<file path="src/include/jid_params.svh">
// jid_params.svh: instruction codes, chain lengths and timing counts for the test-port decoder
// assumes: included by the decoder and bench top modules by bare name
`ifndef JID_PARAMS_SVH
`define JID_PARAMS_SVH

// ==========================================================
// instruction register geometry
`define JID_IR_W            10
`define JID_IR_CAPTURE      10'h001

// ==========================================================
// instruction codes
`define JID_SAMPLE_CODE     10'h005
`define JID_EXTEST_CODE     10'h00f
`define JID_BYPASS_CODE     10'h3ff
`define JID_USERCODE_CODE   10'h007
`define JID_IDCODE_CODE     10'h006
`define JID_HIGHZ_CODE      10'h00b
`define JID_CLAMP_CODE      10'h00a
`define JID_RECONF_CODE     10'h001
`define JID_CFG_IO_CODE     10'h00d
`define JID_USRCLK_CODE     10'h1ee
`define JID_OSCCLK_CODE     10'h2ee
`define JID_IDLE_CODE       10'h2d0
`define JID_ENGAGE_CODE     10'h2b0
`define JID_BOOT_CODE       10'h270
`define JID_FACTORY_CODE    10'h281
`define JID_KEYLOAD_CODE    10'h1ad
`define JID_KEYCLR_CODE     10'h029

// ==========================================================
// data register lengths
`define JID_USER_W          32
`define JID_BOOT_W          22
`define JID_KEY_W           512

// ==========================================================
// timing: key clear must be held this many test clock cycles
`define JID_KEYCLR_TCK      4'd10

`endif

</file>
<file path="src/include/jid_pkg.sv">
// jid_pkg.sv: types shared by the test-port decoder files
// assumes: compiled before the design modules
package jid_pkg;
    // ==========================================================
    // data register selected onto the serial path
    typedef enum logic [5:0] {
        JID_DR_BYPASS = 6'h01,
        JID_DR_BOUND  = 6'h02,
        JID_DR_IDENT  = 6'h04,
        JID_DR_USER   = 6'h08,
        JID_DR_BOOT   = 6'h10,
        JID_DR_KEY    = 6'h20
    } jid_dr_type;

    // ==========================================================
    // pin mode requested of the boundary cells
    typedef enum logic [3:0] {
        JID_PIN_NORMAL = 4'h1,
        JID_PIN_DRIVE  = 4'h2,
        JID_PIN_HIGHZ  = 4'h4,
        JID_PIN_CLAMP  = 4'h8
    } jid_pin_type;
endpackage

</file>
<file path="src/verilog/jid_decoder.sv">
// jid_decoder.sv: test-port instruction register, decoder and data register selection
// assumes: tap state levels come from the tap controller on core_clk_i; tck, tdi and
// assumes: pins arrive asynchronously and are synchronised here
//
// Notes on behaviour
// - sample code captures pins, preloads pattern
// - extest drives boundary pattern, captures inputs
// - all-ones selects one-bit bypass stage
// - usercode shifts out 32-bit user register
// - idcode active at power-up and reset
// - highz selects bypass, tristates all pins
// - clamp selects bypass, holds boundary levels
// - bus-hold and pull-ups override high impedance
// - reconfig code pulses internal reconfiguration request
// - cfg-io interrupts config, loads io shift register
// - two codes switch configuration clock source
// - idle/engage codes control active configuration controller
// - boot code shifts 22-bit boot address
// - factory code unlocks, erases config and key
// - key load feeds 512-bit chain, no tdo
// - key clear held ten tck clears validity
// - bypass, idcode, sample safe during configuration
// - security variant locks codes until factory
// - idcode still selected at tap reset
`timescale 1ns/1ps
`include "jid_params.svh"
module jid_decoder
    import jid_pkg::*;
#(
    parameter logic SECURE_VARIANT = 1'b0,          // one for the security variant
    parameter logic [31:0] IDENT_VALUE = 32'h0000_0001  // arbitrary identification value
) (
    input  wire logic                   core_clk_i,     // core clock, 100 mhz
    input  wire logic                   rst_b_i,        // synchronous reset, active low
    input  wire logic                   tck_i,          // test clock pin
    input  wire logic                   tdi_i,          // serial data in pin
    input  wire logic                   tap_reset_i,    // tap in reset state, level
    input  wire logic                   capture_ir_i,   // tap in capture-ir, level
    input  wire logic                   shift_ir_i,     // tap in shift-ir, level
    input  wire logic                   update_ir_i,    // tap in update-ir, level
    input  wire logic                   capture_dr_i,   // tap in capture-dr, level
    input  wire logic                   shift_dr_i,     // tap in shift-dr, level
    input  wire logic                   update_dr_i,    // tap in update-dr, level
    input  wire logic                   configuring_i,  // configuration in progress
    input  wire logic                   config_status_pin_i, // status pin level
    input  wire logic                   active_scheme_i,    // active configuration scheme
    input  wire logic                   bus_hold_en_i,  // bus-hold or pull-up enabled
    input  wire logic [31:0]            usercode_i,     // user code value
    output logic                        tdo_o,          // serial data out
    output logic                        tdo_oe_b_o,     // tdo enable, low drives
    output jid_pkg::jid_dr_type         dr_select_o,    // data register on path
    output jid_pkg::jid_pin_type        pin_mode_o,     // boundary pin mode
    output logic                        pin_keeper_o,   // keeper overrides highz
    output logic                        bound_capture_o,// pulse: capture boundary cells
    output logic                        bound_shift_o,  // pulse: shift boundary cells
    output logic                        bound_update_o, // pulse: update boundary cells
    output logic                        reconfig_req_o, // pulse: internal reconfiguration
    output logic                        io_cfg_load_o,  // io shift register loading
    output logic                        cfg_interrupt_o,// configuration interrupted
    output logic                        user_clk_sel_o, // config clock from user pin
    output logic                        active_idle_o,  // active controller idled
    output logic [21:0]                 boot_addr_o,    // boot address to flash ctrl
    output logic                        boot_addr_vld_o,// pulse: new boot address
    output logic                        factory_erase_o,// pulse: erase config and key
    output logic                        unlocked_o,     // security gating released
    output logic                        key_shift_o,    // pulse: key chain shift
    output logic                        key_bit_o,      // bit shifted into key chain
    output logic                        key_valid_clr_o // pulse: clear key validity
);
    // ==========================================================
    // synchronised test clock and data
    logic tck_lvl;                      // synchronised tck
    logic tck_rise;                     // tck rising edge
    logic tck_fall;                     // tck falling edge
    logic tdi_lvl;                      // synchronised tdi
    logic tdi_rise_unused;              // not used for tdi
    logic tdi_fall_unused;              // not used for tdi

    jid_link_sync u_tck_sync (
        .core_clk_i (core_clk_i),
        .rst_b_i    (rst_b_i),
        .async_i    (tck_i),
        .level_o    (tck_lvl),
        .rise_o     (tck_rise),
        .fall_o     (tck_fall)
    );

    jid_link_sync u_tdi_sync (
        .core_clk_i (core_clk_i),
        .rst_b_i    (rst_b_i),
        .async_i    (tdi_i),
        .level_o    (tdi_lvl),
        .rise_o     (tdi_rise_unused),
        .fall_o     (tdi_fall_unused)
    );

    // status pin crosses into the core clock domain
    logic stat_lvl;                     // synchronised status pin
    jid_link_sync u_stat_sync (
        .core_clk_i (core_clk_i),
        .rst_b_i    (rst_b_i),
        .async_i    (config_status_pin_i),
        .level_o    (stat_lvl),
        .rise_o     (),
        .fall_o     ()
    );

    // ==========================================================
    // state registers
    logic [`JID_IR_W-1:0]   ir_shift_reg;   // instruction shift stage
    logic [`JID_IR_W-1:0]   ir_reg;         // active instruction
    logic                   bypass_reg;     // one-bit bypass stage
    logic [31:0]            id_shift_reg;   // ident / usercode shift stage
    logic [`JID_BOOT_W-1:0] boot_shift_reg; // boot address shift stage
    logic                   unlocked_reg;   // factory code seen
    logic                   interrupted_reg;// configuration interrupted
    logic [3:0]             keyclr_cnt_reg; // tck count of key clear
    logic                   keyclr_done_reg;// clear already issued
    logic                   serial_out;     // selected serial bit

    // ==========================================================
    // decode: gate codes by configuration and security state
    logic [`JID_IR_W-1:0] ir_eff;           // instruction after gating
    logic                 known;            // code in supported set
    logic                 safe_cfg;         // allowed mid-configuration
    logic                 pre_unlock;       // allowed before factory

    always_comb begin
        known = 1'b1;
        case (ir_reg)
            `JID_SAMPLE_CODE, `JID_EXTEST_CODE, `JID_BYPASS_CODE, `JID_USERCODE_CODE,
            `JID_IDCODE_CODE, `JID_HIGHZ_CODE, `JID_CLAMP_CODE, `JID_RECONF_CODE,
            `JID_CFG_IO_CODE, `JID_USRCLK_CODE, `JID_OSCCLK_CODE, `JID_IDLE_CODE,
            `JID_ENGAGE_CODE: known = 1'b1;
            `JID_BOOT_CODE: known = !SECURE_VARIANT;
            `JID_FACTORY_CODE, `JID_KEYLOAD_CODE, `JID_KEYCLR_CODE: known = SECURE_VARIANT;
            default: known = 1'b0;
        endcase
        // bypass, idcode and sample never disturb configuration
        safe_cfg = (ir_reg == `JID_BYPASS_CODE) || (ir_reg == `JID_IDCODE_CODE) ||
                   (ir_reg == `JID_SAMPLE_CODE) || (ir_reg == `JID_CFG_IO_CODE) ||
                   (ir_reg == `JID_IDLE_CODE && active_scheme_i) ||
                   (ir_reg == `JID_FACTORY_CODE);
        // only the mandatory set and factory before unlock
        pre_unlock = (ir_reg == `JID_BYPASS_CODE) || (ir_reg == `JID_SAMPLE_CODE) ||
                     (ir_reg == `JID_EXTEST_CODE) || (ir_reg == `JID_FACTORY_CODE);
        ir_eff = ir_reg;
        if (!known) begin
            ir_eff = `JID_BYPASS_CODE;
        end else if (SECURE_VARIANT && !unlocked_reg && !pre_unlock &&
                     !(ir_reg == `JID_IDCODE_CODE && tap_reset_i)) begin
            ir_eff = `JID_BYPASS_CODE;
        end else if (configuring_i && !interrupted_reg && !safe_cfg) begin
            ir_eff = `JID_BYPASS_CODE;
        end
    end

    // ==========================================================
    // instruction register: capture, shift, update, reset to idcode
    always_ff @(posedge core_clk_i) begin
        if (!rst_b_i) begin
            ir_shift_reg <= `JID_IR_CAPTURE;
            ir_reg       <= `JID_IDCODE_CODE;
        end else if (tap_reset_i) begin
            ir_reg       <= `JID_IDCODE_CODE;
        end else if (tck_rise) begin
            if (capture_ir_i) begin
                ir_shift_reg <= `JID_IR_CAPTURE;
            end else if (shift_ir_i) begin
                ir_shift_reg <= {tdi_lvl, ir_shift_reg[`JID_IR_W-1:1]};
            end
        end else if (tck_fall && update_ir_i) begin
            ir_reg <= ir_shift_reg;
        end
    end

    // ==========================================================
    // data registers: bypass, ident/usercode, boot address
    always_ff @(posedge core_clk_i) begin
        if (!rst_b_i) begin
            bypass_reg     <= 1'b0;
            id_shift_reg   <= 32'h0000_0000;
            boot_shift_reg <= '0;
        end else if (tck_rise) begin
            if (capture_dr_i) begin
                bypass_reg <= 1'b0;
                if (ir_eff == `JID_USERCODE_CODE) begin
                    id_shift_reg <= usercode_i;
                end else begin
                    id_shift_reg <= IDENT_VALUE;
                end
            end else if (shift_dr_i) begin
                bypass_reg     <= tdi_lvl;
                id_shift_reg   <= {tdi_lvl, id_shift_reg[31:1]};
                boot_shift_reg <= {tdi_lvl, boot_shift_reg[`JID_BOOT_W-1:1]};
            end
        end
    end

    // ==========================================================
    // data register selection and serial output mux
    jid_dr_type dr_sel;                 // combinational selection
    always_comb begin
        case (ir_eff)
            `JID_SAMPLE_CODE, `JID_EXTEST_CODE: dr_sel = JID_DR_BOUND;
            `JID_IDCODE_CODE:   dr_sel = JID_DR_IDENT;
            `JID_USERCODE_CODE: dr_sel = JID_DR_USER;
            `JID_BOOT_CODE:     dr_sel = JID_DR_BOOT;
            `JID_KEYLOAD_CODE:  dr_sel = JID_DR_KEY;
            default:            dr_sel = JID_DR_BYPASS;
        endcase
        case (dr_sel)
            JID_DR_IDENT, JID_DR_USER: serial_out = id_shift_reg[0];
            JID_DR_BOOT:               serial_out = boot_shift_reg[0];
            JID_DR_KEY:                serial_out = 1'b0;
            default:                   serial_out = bypass_reg;
        endcase
    end

    // ==========================================================
    // tdo changes on falling tck, driven only while shifting
    always_ff @(posedge core_clk_i) begin
        if (!rst_b_i) begin
            tdo_o      <= 1'b0;
            tdo_oe_b_o <= 1'b1;
        end else if (tck_fall) begin
            tdo_o      <= shift_ir_i ? ir_shift_reg[0] : serial_out;
            tdo_oe_b_o <= !(shift_ir_i || (shift_dr_i && dr_sel != JID_DR_KEY));
        end
    end

    // ==========================================================
    // pin mode and boundary strobes
    always_ff @(posedge core_clk_i) begin
        if (!rst_b_i) begin
            dr_select_o     <= JID_DR_IDENT;
            pin_mode_o      <= JID_PIN_NORMAL;
            pin_keeper_o    <= 1'b0;
            bound_capture_o <= 1'b0;
            bound_shift_o   <= 1'b0;
            bound_update_o  <= 1'b0;
        end else begin
            dr_select_o <= dr_sel;
            case (ir_eff)
                `JID_EXTEST_CODE: pin_mode_o <= JID_PIN_DRIVE;
                `JID_HIGHZ_CODE:  pin_mode_o <= JID_PIN_HIGHZ;
                `JID_CLAMP_CODE:  pin_mode_o <= JID_PIN_CLAMP;
                default:          pin_mode_o <= JID_PIN_NORMAL;
            endcase
            // keepers win over released pins
            pin_keeper_o    <= bus_hold_en_i && (ir_eff == `JID_EXTEST_CODE ||
                               ir_eff == `JID_HIGHZ_CODE || ir_eff == `JID_CLAMP_CODE);
            bound_capture_o <= tck_rise && capture_dr_i && dr_sel == JID_DR_BOUND;
            bound_shift_o   <= tck_rise && shift_dr_i && dr_sel == JID_DR_BOUND;
            bound_update_o  <= tck_fall && update_dr_i && dr_sel == JID_DR_BOUND;
        end
    end

    // ==========================================================
    // configuration control: reconfig, io load, clock source, idle
    logic ir_upd;                        // instruction update strobe
    assign ir_upd = tck_fall && update_ir_i;
    always_ff @(posedge core_clk_i) begin
        if (!rst_b_i) begin
            reconfig_req_o  <= 1'b0;
            io_cfg_load_o   <= 1'b0;
            interrupted_reg <= 1'b0;
            user_clk_sel_o  <= 1'b0;
            active_idle_o   <= 1'b0;
        end else begin
            reconfig_req_o <= tck_rise && ir_eff == `JID_RECONF_CODE && update_dr_i;
            // io load only once status pin has risen
            io_cfg_load_o  <= ir_eff == `JID_CFG_IO_CODE && stat_lvl;
            if (ir_eff == `JID_RECONF_CODE && tck_rise && update_dr_i) begin
                interrupted_reg <= 1'b0;
                active_idle_o   <= 1'b0;
            end else if (!ir_upd) begin
                if (ir_eff == `JID_CFG_IO_CODE && stat_lvl) begin
                    interrupted_reg <= 1'b1;
                end
                if (ir_eff == `JID_IDLE_CODE) begin
                    interrupted_reg <= 1'b1;
                    active_idle_o   <= 1'b1;
                end else if (ir_eff == `JID_ENGAGE_CODE) begin
                    active_idle_o   <= 1'b0;
                end
            end
            if (ir_eff == `JID_USRCLK_CODE) begin
                user_clk_sel_o <= 1'b1;
            end else if (ir_eff == `JID_OSCCLK_CODE) begin
                user_clk_sel_o <= 1'b0;
            end
        end
    end

    // ==========================================================
    // boot address delivery on update-dr
    always_ff @(posedge core_clk_i) begin
        if (!rst_b_i) begin
            boot_addr_o     <= '0;
            boot_addr_vld_o <= 1'b0;
        end else begin
            boot_addr_vld_o <= tck_fall && update_dr_i && ir_eff == `JID_BOOT_CODE;
            if (tck_fall && update_dr_i && ir_eff == `JID_BOOT_CODE) begin
                boot_addr_o <= boot_shift_reg;
            end
        end
    end

    // ==========================================================
    // security: factory unlock, key chain, key validity clear
    always_ff @(posedge core_clk_i) begin
        if (!rst_b_i) begin
            unlocked_reg    <= !SECURE_VARIANT;
            factory_erase_o <= 1'b0;
            key_shift_o     <= 1'b0;
            key_bit_o       <= 1'b0;
            key_valid_clr_o <= 1'b0;
            keyclr_cnt_reg  <= 4'd0;
            keyclr_done_reg <= 1'b0;
        end else begin
            // erase pulses once, on the instruction update
            factory_erase_o <= ir_upd && ir_shift_reg == `JID_FACTORY_CODE && SECURE_VARIANT;
            if (ir_upd && ir_shift_reg == `JID_FACTORY_CODE && SECURE_VARIANT) begin
                unlocked_reg <= 1'b1;
            end
            key_shift_o <= tck_rise && shift_dr_i && ir_eff == `JID_KEYLOAD_CODE;
            key_bit_o   <= tdi_lvl;
            // count tck cycles while key clear stays active
            key_valid_clr_o <= 1'b0;
            if (ir_eff != `JID_KEYCLR_CODE) begin
                keyclr_cnt_reg  <= 4'd0;
                keyclr_done_reg <= 1'b0;
            end else if (tck_rise && !keyclr_done_reg) begin
                if (keyclr_cnt_reg == `JID_KEYCLR_TCK - 4'd1) begin
                    key_valid_clr_o <= 1'b1;
                    keyclr_done_reg <= 1'b1;
                end else begin
                    keyclr_cnt_reg <= keyclr_cnt_reg + 4'd1;
                end
            end
        end
    end

    assign unlocked_o      = unlocked_reg;
    assign cfg_interrupt_o = interrupted_reg;
endmodule

</file>
<file path="src/verilog/jid_link_sync.sv">
// jid_link_sync.sv: two-flop synchroniser with rising and falling edge detection
// assumes: input comes from outside the core clock domain
`timescale 1ns/1ps
module jid_link_sync (
    input  wire logic core_clk_i,   // core clock
    input  wire logic rst_b_i,      // synchronous reset, active low
    input  wire logic async_i,      // raw pin level
    output logic      level_o,      // synchronised level
    output logic      rise_o,       // one-cycle pulse on rising edge
    output logic      fall_o        // one-cycle pulse on falling edge
);
    logic meta_reg;                 // first stage, read only by second
    logic sync_reg;                 // second stage
    logic last_reg;                 // previous synchronised value

    // ==========================================================
    // synchroniser chain
    always_ff @(posedge core_clk_i) begin
        if (!rst_b_i) begin
            meta_reg <= 1'b0;
            sync_reg <= 1'b0;
            last_reg <= 1'b0;
        end else begin
            meta_reg <= async_i;
            sync_reg <= meta_reg;
            last_reg <= sync_reg;
        end
    end

    assign level_o = sync_reg;
    assign rise_o  = sync_reg & ~last_reg;
    assign fall_o  = ~sync_reg & last_reg;
endmodule

</file>
<file path="config.mk">
export PLATFORM = sky130hd
export DESIGN_NAME = jid_decoder
export DESIGN_NICKNAME = d
export VERILOG_FILES = /design/src/include/jid_pkg.sv /design/src/verilog/jid_decoder.sv /design/src/verilog/jid_link_sync.sv
export VERILOG_INCLUDE_DIRS = /design/src /design/src/include
export SDC_FILE = /design/constraint.sdc
export NUM_CORES = 1
export LEC_CHECK = 0
export ABC_AREA = 1
export BUFFER_PORTS_ARGS = -buffer_cell sky130_fd_sc_hd__clkbuf_2
export CORE_ASPECT_RATIO = 0.75
export CORE_UTILIZATION = 30
export CTS_BUF_LIST = sky130_fd_sc_hd__clkbuf_2
export CTS_CLUSTER_DIAMETER = 60
export CTS_CLUSTER_SIZE = 20
export DETAILED_ROUTE_END_ITERATION = 8
export PLACE_DENSITY = 0.48
export SYNTH_ARGS = -nofsm -noshare
export SYNTH_HDL_FRONTEND = slang
export SYNTH_SLANG_ARGS = --single-unit
export TNS_END_PERCENT = 30
</file>
<file path="constraint.sdc">
create_clock -name core_clk_i -period 5.4 [get_ports core_clk_i]
set_input_delay 0.81 -clock core_clk_i [delete_from_list [all_inputs] [get_ports core_clk_i]]
set_output_delay 0.81 -clock core_clk_i [all_outputs]
set_load 0.03 [all_outputs]
</file>
==> run metrics, run 1 <==
status finished, final reports clean; Row Count 42; 1st-iter DRT viols 380; CP Data Arrival Time roughly 3300 ps; yosys warns 0; post-CTS setup buffers 0; Worst Setup End Kind flip-flop; Tmin final 2720 ps; Filler cells approximately 1.9k; Resized cells post-CTS 0; Die Span X between 150 and 200 microns; worst path required time around 6000 ps; largest net degree at the start of global routing 69; post-synthesis sequential area ratio 46.6%; CTS Buf Count 17; GRT overflow 0; GR Util All Layers between 10% and 20%; most frequent cells in the layout 129 x dfxtp_1, 111 x clkbuf_2, 97 x o21ai_0; DRC 0; Worst-Margin Slew ~890 ps; share of cells above drive strength 1 28.9%; pre-CTS WS between 2000 and 3000 ps; Slew headroom 40.4%; full die area roughly 0.019 sq mm; antenna violations before repair 1; Syn Area/Cell 8.09 sq um; setup violators final 0; Hold Crit Class primary input to flip-flop; worst skew pair latency slightly below 700 ps; peak supply drop 0.000127 V; MaxCap Viol Count 0; Slew Viols, Final 0; Final WS setup 2680 ps; Leak roughly 2.7 nW; worst hold slack between 300 and 400 ps; clock-pin slew on the worst setup and hold paths ~200 ps; dpl hpwl 9580 microns; worst-path fanout max 25; DR vias 4813; RSZ-0062 raised after global routing no; most common cell after layout, fill and taps aside dfxtp_1; Synth Instances just under 700; CTS H-Tree Depth 4; Final period util between 50% and 60%; critical path type flip-flop to flip-flop; Die Height between 100 and 150 microns; TritonCTS clock tree yes; routed wire length about 14000 microns; cell area after synthesis ~0.0055 sq mm; first-pass GRT wire length 23000 microns; Startpoint Class flip-flop; fmax ~370 MHz; core area about 0.018 sq mm; Post-Route Setup TNS 0 ps; max FFs per register 32; WL/cell about 14 microns; Cell Pwr Density slightly below 300 mW/mm^2; vias in the first global route approximately 4.6k; CTS sink cnt 129; starting density of the core 31.0%; Buffers on Ports just over 90; Yosys reg bits roughly 130; Hold Fails Final Rpt 0; remaining antenna violation count 0; Nets slightly above 800; hold buffer count at cts 0; CTS Root Cell clkbuf_2; clock buffer depth 2; Final Skew 25.3 ps; IO Pins between 90 and 100; routability cong. approximately 0.83; First-pass DRT Iterations 5; DR vias/cell roughly 4.7; Layout area overhead 15.9%; Netlist cell types 36; total power approximately 1.9 mW
[worst paths after layout]
kind	from	end	slack (ps)	cells after the start
max	ir_reg[2]$_SDFFE_PP1P_	boot_addr_o[13]$_SDFFE_PN0P_	2680	12
min	config_status_pin_i	u_stat_sync.meta_reg$_SDFF_PN0_	300	3
max reg2reg	ir_reg[2]$_SDFFE_PP1P_	boot_addr_o[13]$_SDFFE_PN0P_	2680	12
min reg2reg	u_tck_sync.meta_reg$_SDFF_PN0_	u_tck_sync.level_o$_SDFF_PN0_	430	2
[area by class of cell]
cell class	count	area (sq um)	area share [%]
tap	242	303	4.71
antenna	1	2.50	0.0390
multi-input combinational	464	2510	39.1
clock buffer	18	90.1	1.40
clock inverter	13	234	3.64
inverter	52	195	3.04
timing repair buffer	98	503	7.83
sequential	129	2580	40.2
[where the power goes]
group / total, mW / internal (mW) / switching, mW
clock network: 0.770 / 0.399 / 0.371
logic: 0.152 / 0.0466 / 0.105
registers: 0.990 / 0.978 / 0.0124
[worst max-delay path, cell delays in order (launching register included)]
cell	delay [ps]
dfxtp_1	420
inv_2	160
nand2_2	80
nor2_2	210
nand3_1	100
nand2_1	70
nand2_1	80
nand3_2	130
nand4_2	150
inv_2	380
nand2_1	570
nand2_1	190
a21oi_1	80
[per-stage QoR]
stage          utilization [%]  instance area [sq um]  instances
2_1_floorplan                -                   5550        688
3_3_place_gp              34.1                   6100        985
3_5_place_dp              34.1                   6100        985
4_1_cts                   35.9                   6420       1016
5_1_grt                   36.0                   6420       1017
6_report                  36.0                   6420       1017
[synthesized netlist by cell type]
master / n / area (sq um)
nand3_4: 1 / 17.5
buf_6: 2 / 22.5
dfxtp_1: 129 / 2580
inv_1: 43 / 161
nand3_2: 33 / 330
o21ai_0: 97 / 485
nor4_1: 2 / 12.5
clkbuf_8: 2 / 27.5
clkbuf_1: 30 / 113
nand2_2: 7 / 43.8
nand4_2: 2 / 25.0
nor2_1: 83 / 312
clkinv_1: 3 / 11.3
nor2_4: 1 / 11.3
a21oi_1: 47 / 235
conb_1: 2 / 7.51
nor3_1: 3 / 15.0
a31oi_1: 1 / 6.26
buf_4: 4 / 30.0
nand3b_1: 1 / 7.51
nand2_1: 79 / 297
a21oi_2: 32 / 280
o211ai_1: 2 / 15.0
nor2_8: 1 / 20.0
nand2_4: 1 / 11.3
o21bai_1: 1 / 7.51
nand3_1: 45 / 225
nor3_2: 2 / 20.0
or2_2: 1 / 6.26
o31ai_1: 1 / 7.51
a211oi_1: 3 / 22.5
nand4_1: 5 / 31.3
buf_12: 3 / 60.1
inv_2: 6 / 22.5
buf_2: 2 / 10.0
nor2_2: 8 / 50.1
[kinds of logic (layout without fill, tap and decap cells)]
kind of cell / count (synthesis) / in the layout / synth area share [%]
flops: 129 / 129 / 46.6
simple gates: 275 / 275 / 25.9
buf+inv: 95 / 181 / 8.26
compound gates: 184 / 184 / 19.1
other cells: 2 / 6 / 0.135
[layer usage]
layer | GRT usage, % | vias to the layer above | share of wire (%)
met1 | 20.8 | 2252 | 50
met3 | 4.63 | 8 | 5.2
met4 | 4.27 | 0 | 0.70
met2 | 23.2 | 116 | 44
met5 | 0 | - | 0
li1 | - | 2437 | -
(Power assumes the default switching activity.)
==> inputs of run 2 (changes only) <==
Clock period 5.4 ns to 2.8 ns, I/O delays scaled along.
==> run 2 against run 1 <==
Net effect: sequential power is 93% higher; total power is 83% higher; first-iteration DRC count is 22% lower; critical path type unchanged.
==> run metrics, run 2 (same netlist as run 1, synthesis figures left out) <==
status finished, final reports clean (unchanged); vias in the first global route 4778 (was 4551); DR vias/cell 4.61 (was 4.73); GRT overflow 0 (unchanged); worst path required time 3420 ps (was 5960 ps); most common cell after layout, fill and taps aside dfxtp_1 (unchanged); Post-Route Setup TNS 0 ps (unchanged); dpl hpwl 10000 microns (was 9580 microns); RSZ-0062 raised after global routing no (unchanged); worst skew pair latency 670 ps (was 680 ps); CP peak stage delay 560 ps (was 570 ps); Startpoint Class flip-flop (unchanged); CTS sink cnt 129 (unchanged); Slew Viols, Final 0 (unchanged); CTS Root Cell clkbuf_2 (unchanged); number of diodes 0 (was 1); largest net degree at the start of global routing 43 (was 69); share of cells above drive strength 1 28.2% (was 28.9%); clock-pin slew on the worst setup and hold paths 220 ps (was 200 ps); Buffers on Ports 93 (unchanged); Hold Fails Final Rpt 0 (unchanged); max FFs per register 32 (unchanged); setup violators final 0 (unchanged); WL/cell 13.9 microns (was 13.7 microns); antenna violations before repair 0 (was 1); Worst Setup End Kind flip-flop (unchanged); most frequent CP cell nor2_1 (was nand2_1); GR Util All Layers 16.2% (was 15.3%); starting density of the core 31.0% (unchanged); first-pass GRT wire length 24500 microns (was 23000 microns); MaxCap Viol Count 0 (unchanged); fin util 38.1% (was 36.0%); most frequent cells in the layout 129 x dfxtp_1, 112 x clkbuf_2, 97 x o21ai_0 (was 129 x dfxtp_1, 111 x clkbuf_2, 97 x o21ai_0); Row Count 42 (unchanged); Tmin final 2490 ps (was 2720 ps); remaining antenna violation count 0 (unchanged); routability cong. 0.912 (was 0.835); DR vias 4897 (was 4813); CTS Buf Count 17 (unchanged); TritonCTS clock tree yes (unchanged); First-pass DRT Iterations 5 (unchanged); clock buffer depth 2 (unchanged); full die area 0.0190 sq mm (unchanged); critical path cell sequence inv_1, nand2_2, nor2_1, nor2_1, nor2_1, nor2_2, nand3_2, nand4_2, inv_2, nand2_1, nand2_1, a21oi_1 (was inv_2, nand2_2, nor2_2, nand3_1, nand2_1, nand2_1, nand3_2, nand4_2, inv_2, nand2_1, nand2_1, a21oi_1); fmax 401 MHz (was 367 MHz); Cell Pwr Density 513 mW/mm^2 (was 298 mW/mm^2); critical path type flip-flop to flip-flop (unchanged); Die Height 120 microns (unchanged); CP Data Arrival Time 3120 ps (was 3290 ps); Nets 854 (was 809); Die Span X 159 microns (unchanged); IO Pins 96 (unchanged); Final Skew 43.1 ps (was 25.3 ps); Leak 2.84 nW (was 2.67 nW); Final period util 89.1% (was 50.4%); post-CTS setup buffers 0 (unchanged); Hold Crit Class primary input to flip-flop (unchanged); core area 0.0179 sq mm (unchanged); Filler cells 1919 (was 1875); Slew headroom 51.1% (was 40.4%); slowest CP cell nand2_1 (unchanged); Layout area overhead 22.7% (was 15.9%); CTS H-Tree Depth 4 (unchanged); worst-path fanout max 22 (was 25); Worst-Margin Slew 731 ps (was 894 ps); routed wire length 14700 microns (was 14000 microns); 1st-iter DRT viols 295 (was 380); peak supply drop 0.000206 V (was 0.000127 V); DRC 0 (unchanged)
run 2: final timing paths:
path / cells past startpoint / slack [ps] / end / from
max: 12 / 310 / boot_addr_o[10]$_SDFFE_PN0P_ / ir_reg[3]$_SDFFE_PP0P_
min reg2reg: 2 / 420 / u_tck_sync.level_o$_SDFF_PN0_ / u_tck_sync.meta_reg$_SDFF_PN0_
max reg2reg: 12 / 310 / boot_addr_o[10]$_SDFFE_PN0P_ / ir_reg[3]$_SDFFE_PP0P_
min: 3 / 80 / id_shift_reg[0]$_SDFFE_PN0P_ / usercode_i[0]
run 2: worst max-delay path: cells and delay by family, from the launching register on:
family                 cells  cell delay (ps)
AOI/OAI and AO/OA          1              160
and+or+nand+nor            9             1470
DFF                        1              550
buffers and inverters      2              240
run 2: where the power goes:
part           switching, mW  internal (mW)
Sequential            0.0229           1.89
Combinational          0.218          0.132
Clock                  0.725          0.507
Total                  0.966           2.53
run 2: through the flow:
stage	cell area (sq um)	total power [mW]	hold WS (ps)	setup slack, ps	instances
finish	6800	3.49	82.9	306	1062
global placement	6160	2.25	402	294	992
CTS	6800	3.55	5.17	278	1062
global route	6800	3.67	52.0	19.3	1062
floorplan	5550	2.17	390	1020	688
detailed placement	6160	2.26	402	318	992
run 2: timing repair:
item / in CTS / in global routing
gates resized for setup: 0 / 0
hold buffers: 38 / 0
endpoints found under the hold margin: 37 / 0
run 2: area by class of cell:
class                   count  area (sq um)  share of cell area, %
inverters                  52           195                   2.87
well taps                 242           303                   4.45
repair buffers            143           948                   13.9
clock inverters            13           163                   2.39
clock buffers              19          95.1                   1.40
flip-flops and latches    129          2580                   38.0
multi-input cells         464          2510                   37.0
run 2: per-layer routing:
layer | part of all wire, % | vias to the layer above | track usage (%)
li1 | - | 2528 | -
met1 | 52 | 2259 | 22.6
met2 | 44 | 106 | 25.1
met3 | 4.0 | 4 | 4.18
met4 | 0.33 | 0 | 3.61
met5 | 0 | - | 0
==> inputs of run 3 (changes only) <==
Settings changed: CELL_PAD_IN_SITES_DETAIL_PLACEMENT set to 1, CELL_PAD_IN_SITES_GLOBAL_PLACEMENT set to 1, PLACE_DENSITY 0.48 to 0.61, SKIP_LAST_GASP set to 1.
==> run 3 against run 2 <==
Net effect: clock power decreased by 8%; register-to-register slack improved by 200 ps; critical path depth increased by 2; critical endpoint is now bound_update_o$_SDFF_PN0_; total power decreased by 2.5%; sequential share of layout area about the same; critical path type unchanged; count of clock-buffer cells in the layout decreased by 2; cell count increased by 0.28%.
==> run metrics, run 3 (same netlist as run 1, synthesis figures left out) <==
Slew headroom 53.3% (was 51.1%); Final Skew 33.1 ps (was 43.1 ps); dpl hpwl 11200 microns (was 10000 microns); Buffers on Ports 93 (unchanged); most frequent cells in the layout 129 x dfxtp_1, 110 x clkbuf_2, 97 x o21ai_0 (was 129 x dfxtp_1, 112 x clkbuf_2, 97 x o21ai_0); number of diodes 0 (unchanged); Die Height 120 microns (unchanged); GRT overflow 0 (unchanged); total power 3.41 mW (was 3.49 mW); Sequential Area 0.00258 sq mm (unchanged); Slew Viols, Final 0 (unchanged); met2 GRT Util 28.9% (was 25.1%); Startpoint Class flip-flop (unchanged); IO Pins 96 (unchanged); design area 0.00680 sq mm (about the same); largest net degree at the start of global routing 43 (unchanged); Final WS setup 508 ps (was 306 ps); most common cell after layout, fill and taps aside dfxtp_1 (unchanged); WL/cell 15.4 microns (was 13.9 microns); vias in the first global route 5204 (was 4778); Most Crowded Layer GR met2 (unchanged); core area 0.0179 sq mm (unchanged); GR Util All Layers 17.8% (was 16.2%); MaxCap Viol Count 0 (unchanged); met1 Use GR 23.3% (was 22.6%); hold buffer count at cts 40 (was 38); routability cong. 0.901 (was 0.912); Cell Area, Placed 0.00618 sq mm (was 0.00616 sq mm); Worst Setup End Kind flip-flop (unchanged); clock buffer depth 2 (unchanged); fmax 436 MHz (was 401 MHz); Final period util 81.9% (was 89.1%); CTS H-Tree Depth 4 (unchanged); Cell Pwr Density 501 mW/mm^2 (was 513 mW/mm^2); First-pass DRT Iterations 5 (unchanged); RSZ-0062 raised after global routing no (unchanged); Filler cells 2217 (was 1919); setup violators final 0 (unchanged); fin util 38.1% (about the same); DRC 0 (unchanged); Hold Fails Final Rpt 0 (unchanged); slowest CP cell dfxtp_1 (was nand2_1); worst-path fanout max 7 (was 22); Resized cells post-CTS 0 (unchanged); CP Data Arrival Time 2900 ps (was 3120 ps); Worst-Margin Slew 700 ps (was 731 ps); multi-input combinational cell area 0.00251 sq mm (unchanged); remaining antenna violation count 0 (unchanged); worst path required time 3410 ps (was 3420 ps); share of cells above drive strength 1 28.1% (was 28.2%); Leak 2.85 nW (was 2.84 nW); Layout area overhead 22.7% (about the same); worst hold slack 208 ps (was 82.9 ps); CTS Buf Count 17 (unchanged); max FFs per register 32 (unchanged); post-route insts no fill 1065 (was 1062); Inst Count DP 994 (was 992); Die Span X 159 microns (unchanged); worst skew pair latency 680 ps (was 670 ps); 1st-iter DRT viols 257 (was 295); DR vias 5080 (was 4897); peak supply drop 0.000177 V (was 0.000206 V); Tmin final 2290 ps (was 2490 ps); critical path type flip-flop to flip-flop (unchanged); met3 usage 4.53% (was 4.18%); DR vias/cell 4.77 (was 4.61); full die area 0.0190 sq mm (unchanged); most frequent CP cell nor2_1 (unchanged); Post-Route Setup TNS 0 ps (unchanged); critical path cell sequence inv_2, nand2_2, nor2_1, nor2_1, nor2_1, nor2_2, inv_1, nor2_1, o21ai_0, clkinv_1, nand3_2, nand2_1, nand2_1, nor2_1 (was inv_1, nand2_2, nor2_1, nor2_1, nor2_1, nor2_2, nand3_2, nand4_2, inv_2, nand2_1, nand2_1, a21oi_1); antenna violations before repair 0 (unchanged); CP peak stage delay 540 ps (was 560 ps); TritonCTS clock tree yes (unchanged); routed wire length 16400 microns (was 14700 microns); first-pass GRT wire length 26900 microns (was 24500 microns); starting density of the core 31.0% (unchanged); CTS Root Cell clkbuf_2 (unchanged); Nets 858 (was 854); CTS sink cnt 129 (unchanged); status finished, final reports clean (unchanged); clock-pin slew on the worst setup and hold paths 170 ps (was 220 ps); pre-CTS WS 502 ps (was 318 ps); Row Count 42 (unchanged); Hold Crit Class primary input to flip-flop (unchanged); flop-to-flop setup slack 510 ps (was 310 ps); post-CTS setup buffers 0 (unchanged)
==> run 3: changes by cell type in the layout (fill, tap and decap cells not counted), sizes merged <==
cell         previous run  this run
bufinv                  3         2
dlygate4sd3            38        40
clkinvlp                2         0
inv                    50        51
clkbuf                112       110
buf                    12        14
clkinv                 10        13
==> run 3: cell type report <==
cell class,instances,area share (%)
clock inverter,14,2.06
tap,242,4.45
clock buffer,17,1.25
inverter,52,2.87
sequential,129,38.0
multi-input combinational,464,37.0
timing repair buffer,147,14.5
==> run 3: path summary, 6_finish.rpt <==
check	cells after the start	endpoint	from
worst max-delay path	14	bound_update_o$_SDFF_PN0_	ir_reg[2]$_SDFFE_PP1P_
worst min-delay path	3	ir_reg[1]$_SDFFE_PP1P_	tap_reset_i
worst max register to register	14	bound_update_o$_SDFF_PN0_	ir_reg[2]$_SDFFE_PP1P_
worst min register to register	2	u_tck_sync.level_o$_SDFF_PN0_	u_tck_sync.meta_reg$_SDFF_PN0_
==> run 3: worst max-delay path, delay by kind of cell (launching register included) <==
| kind | cells | cell delay, ps |
|---|---|---|
| and+or+nand+nor | 10 | 1280 |
| DFF | 1 | 540 |
| buffers and inverters | 3 | 280 |
| AOI/OAI and AO/OA | 1 | 150 |
==> run 3: routing by layer <==
metal,up-vias,routed length [microns],part of all wire (%)
met5,-,0,0
met2,87,7520,46
li1,2529,-,-
met4,0,170,1.0
met1,2448,8120,49
met3,16,588,3.6
==> run 3: where the power goes <==
part | switching, mW | total (mW) | internal (mW)
registers | 0.0247 | 1.91 | 1.89
clock network | 0.729 | 1.13 | 0.403
logic | 0.227 | 0.362 | 0.135
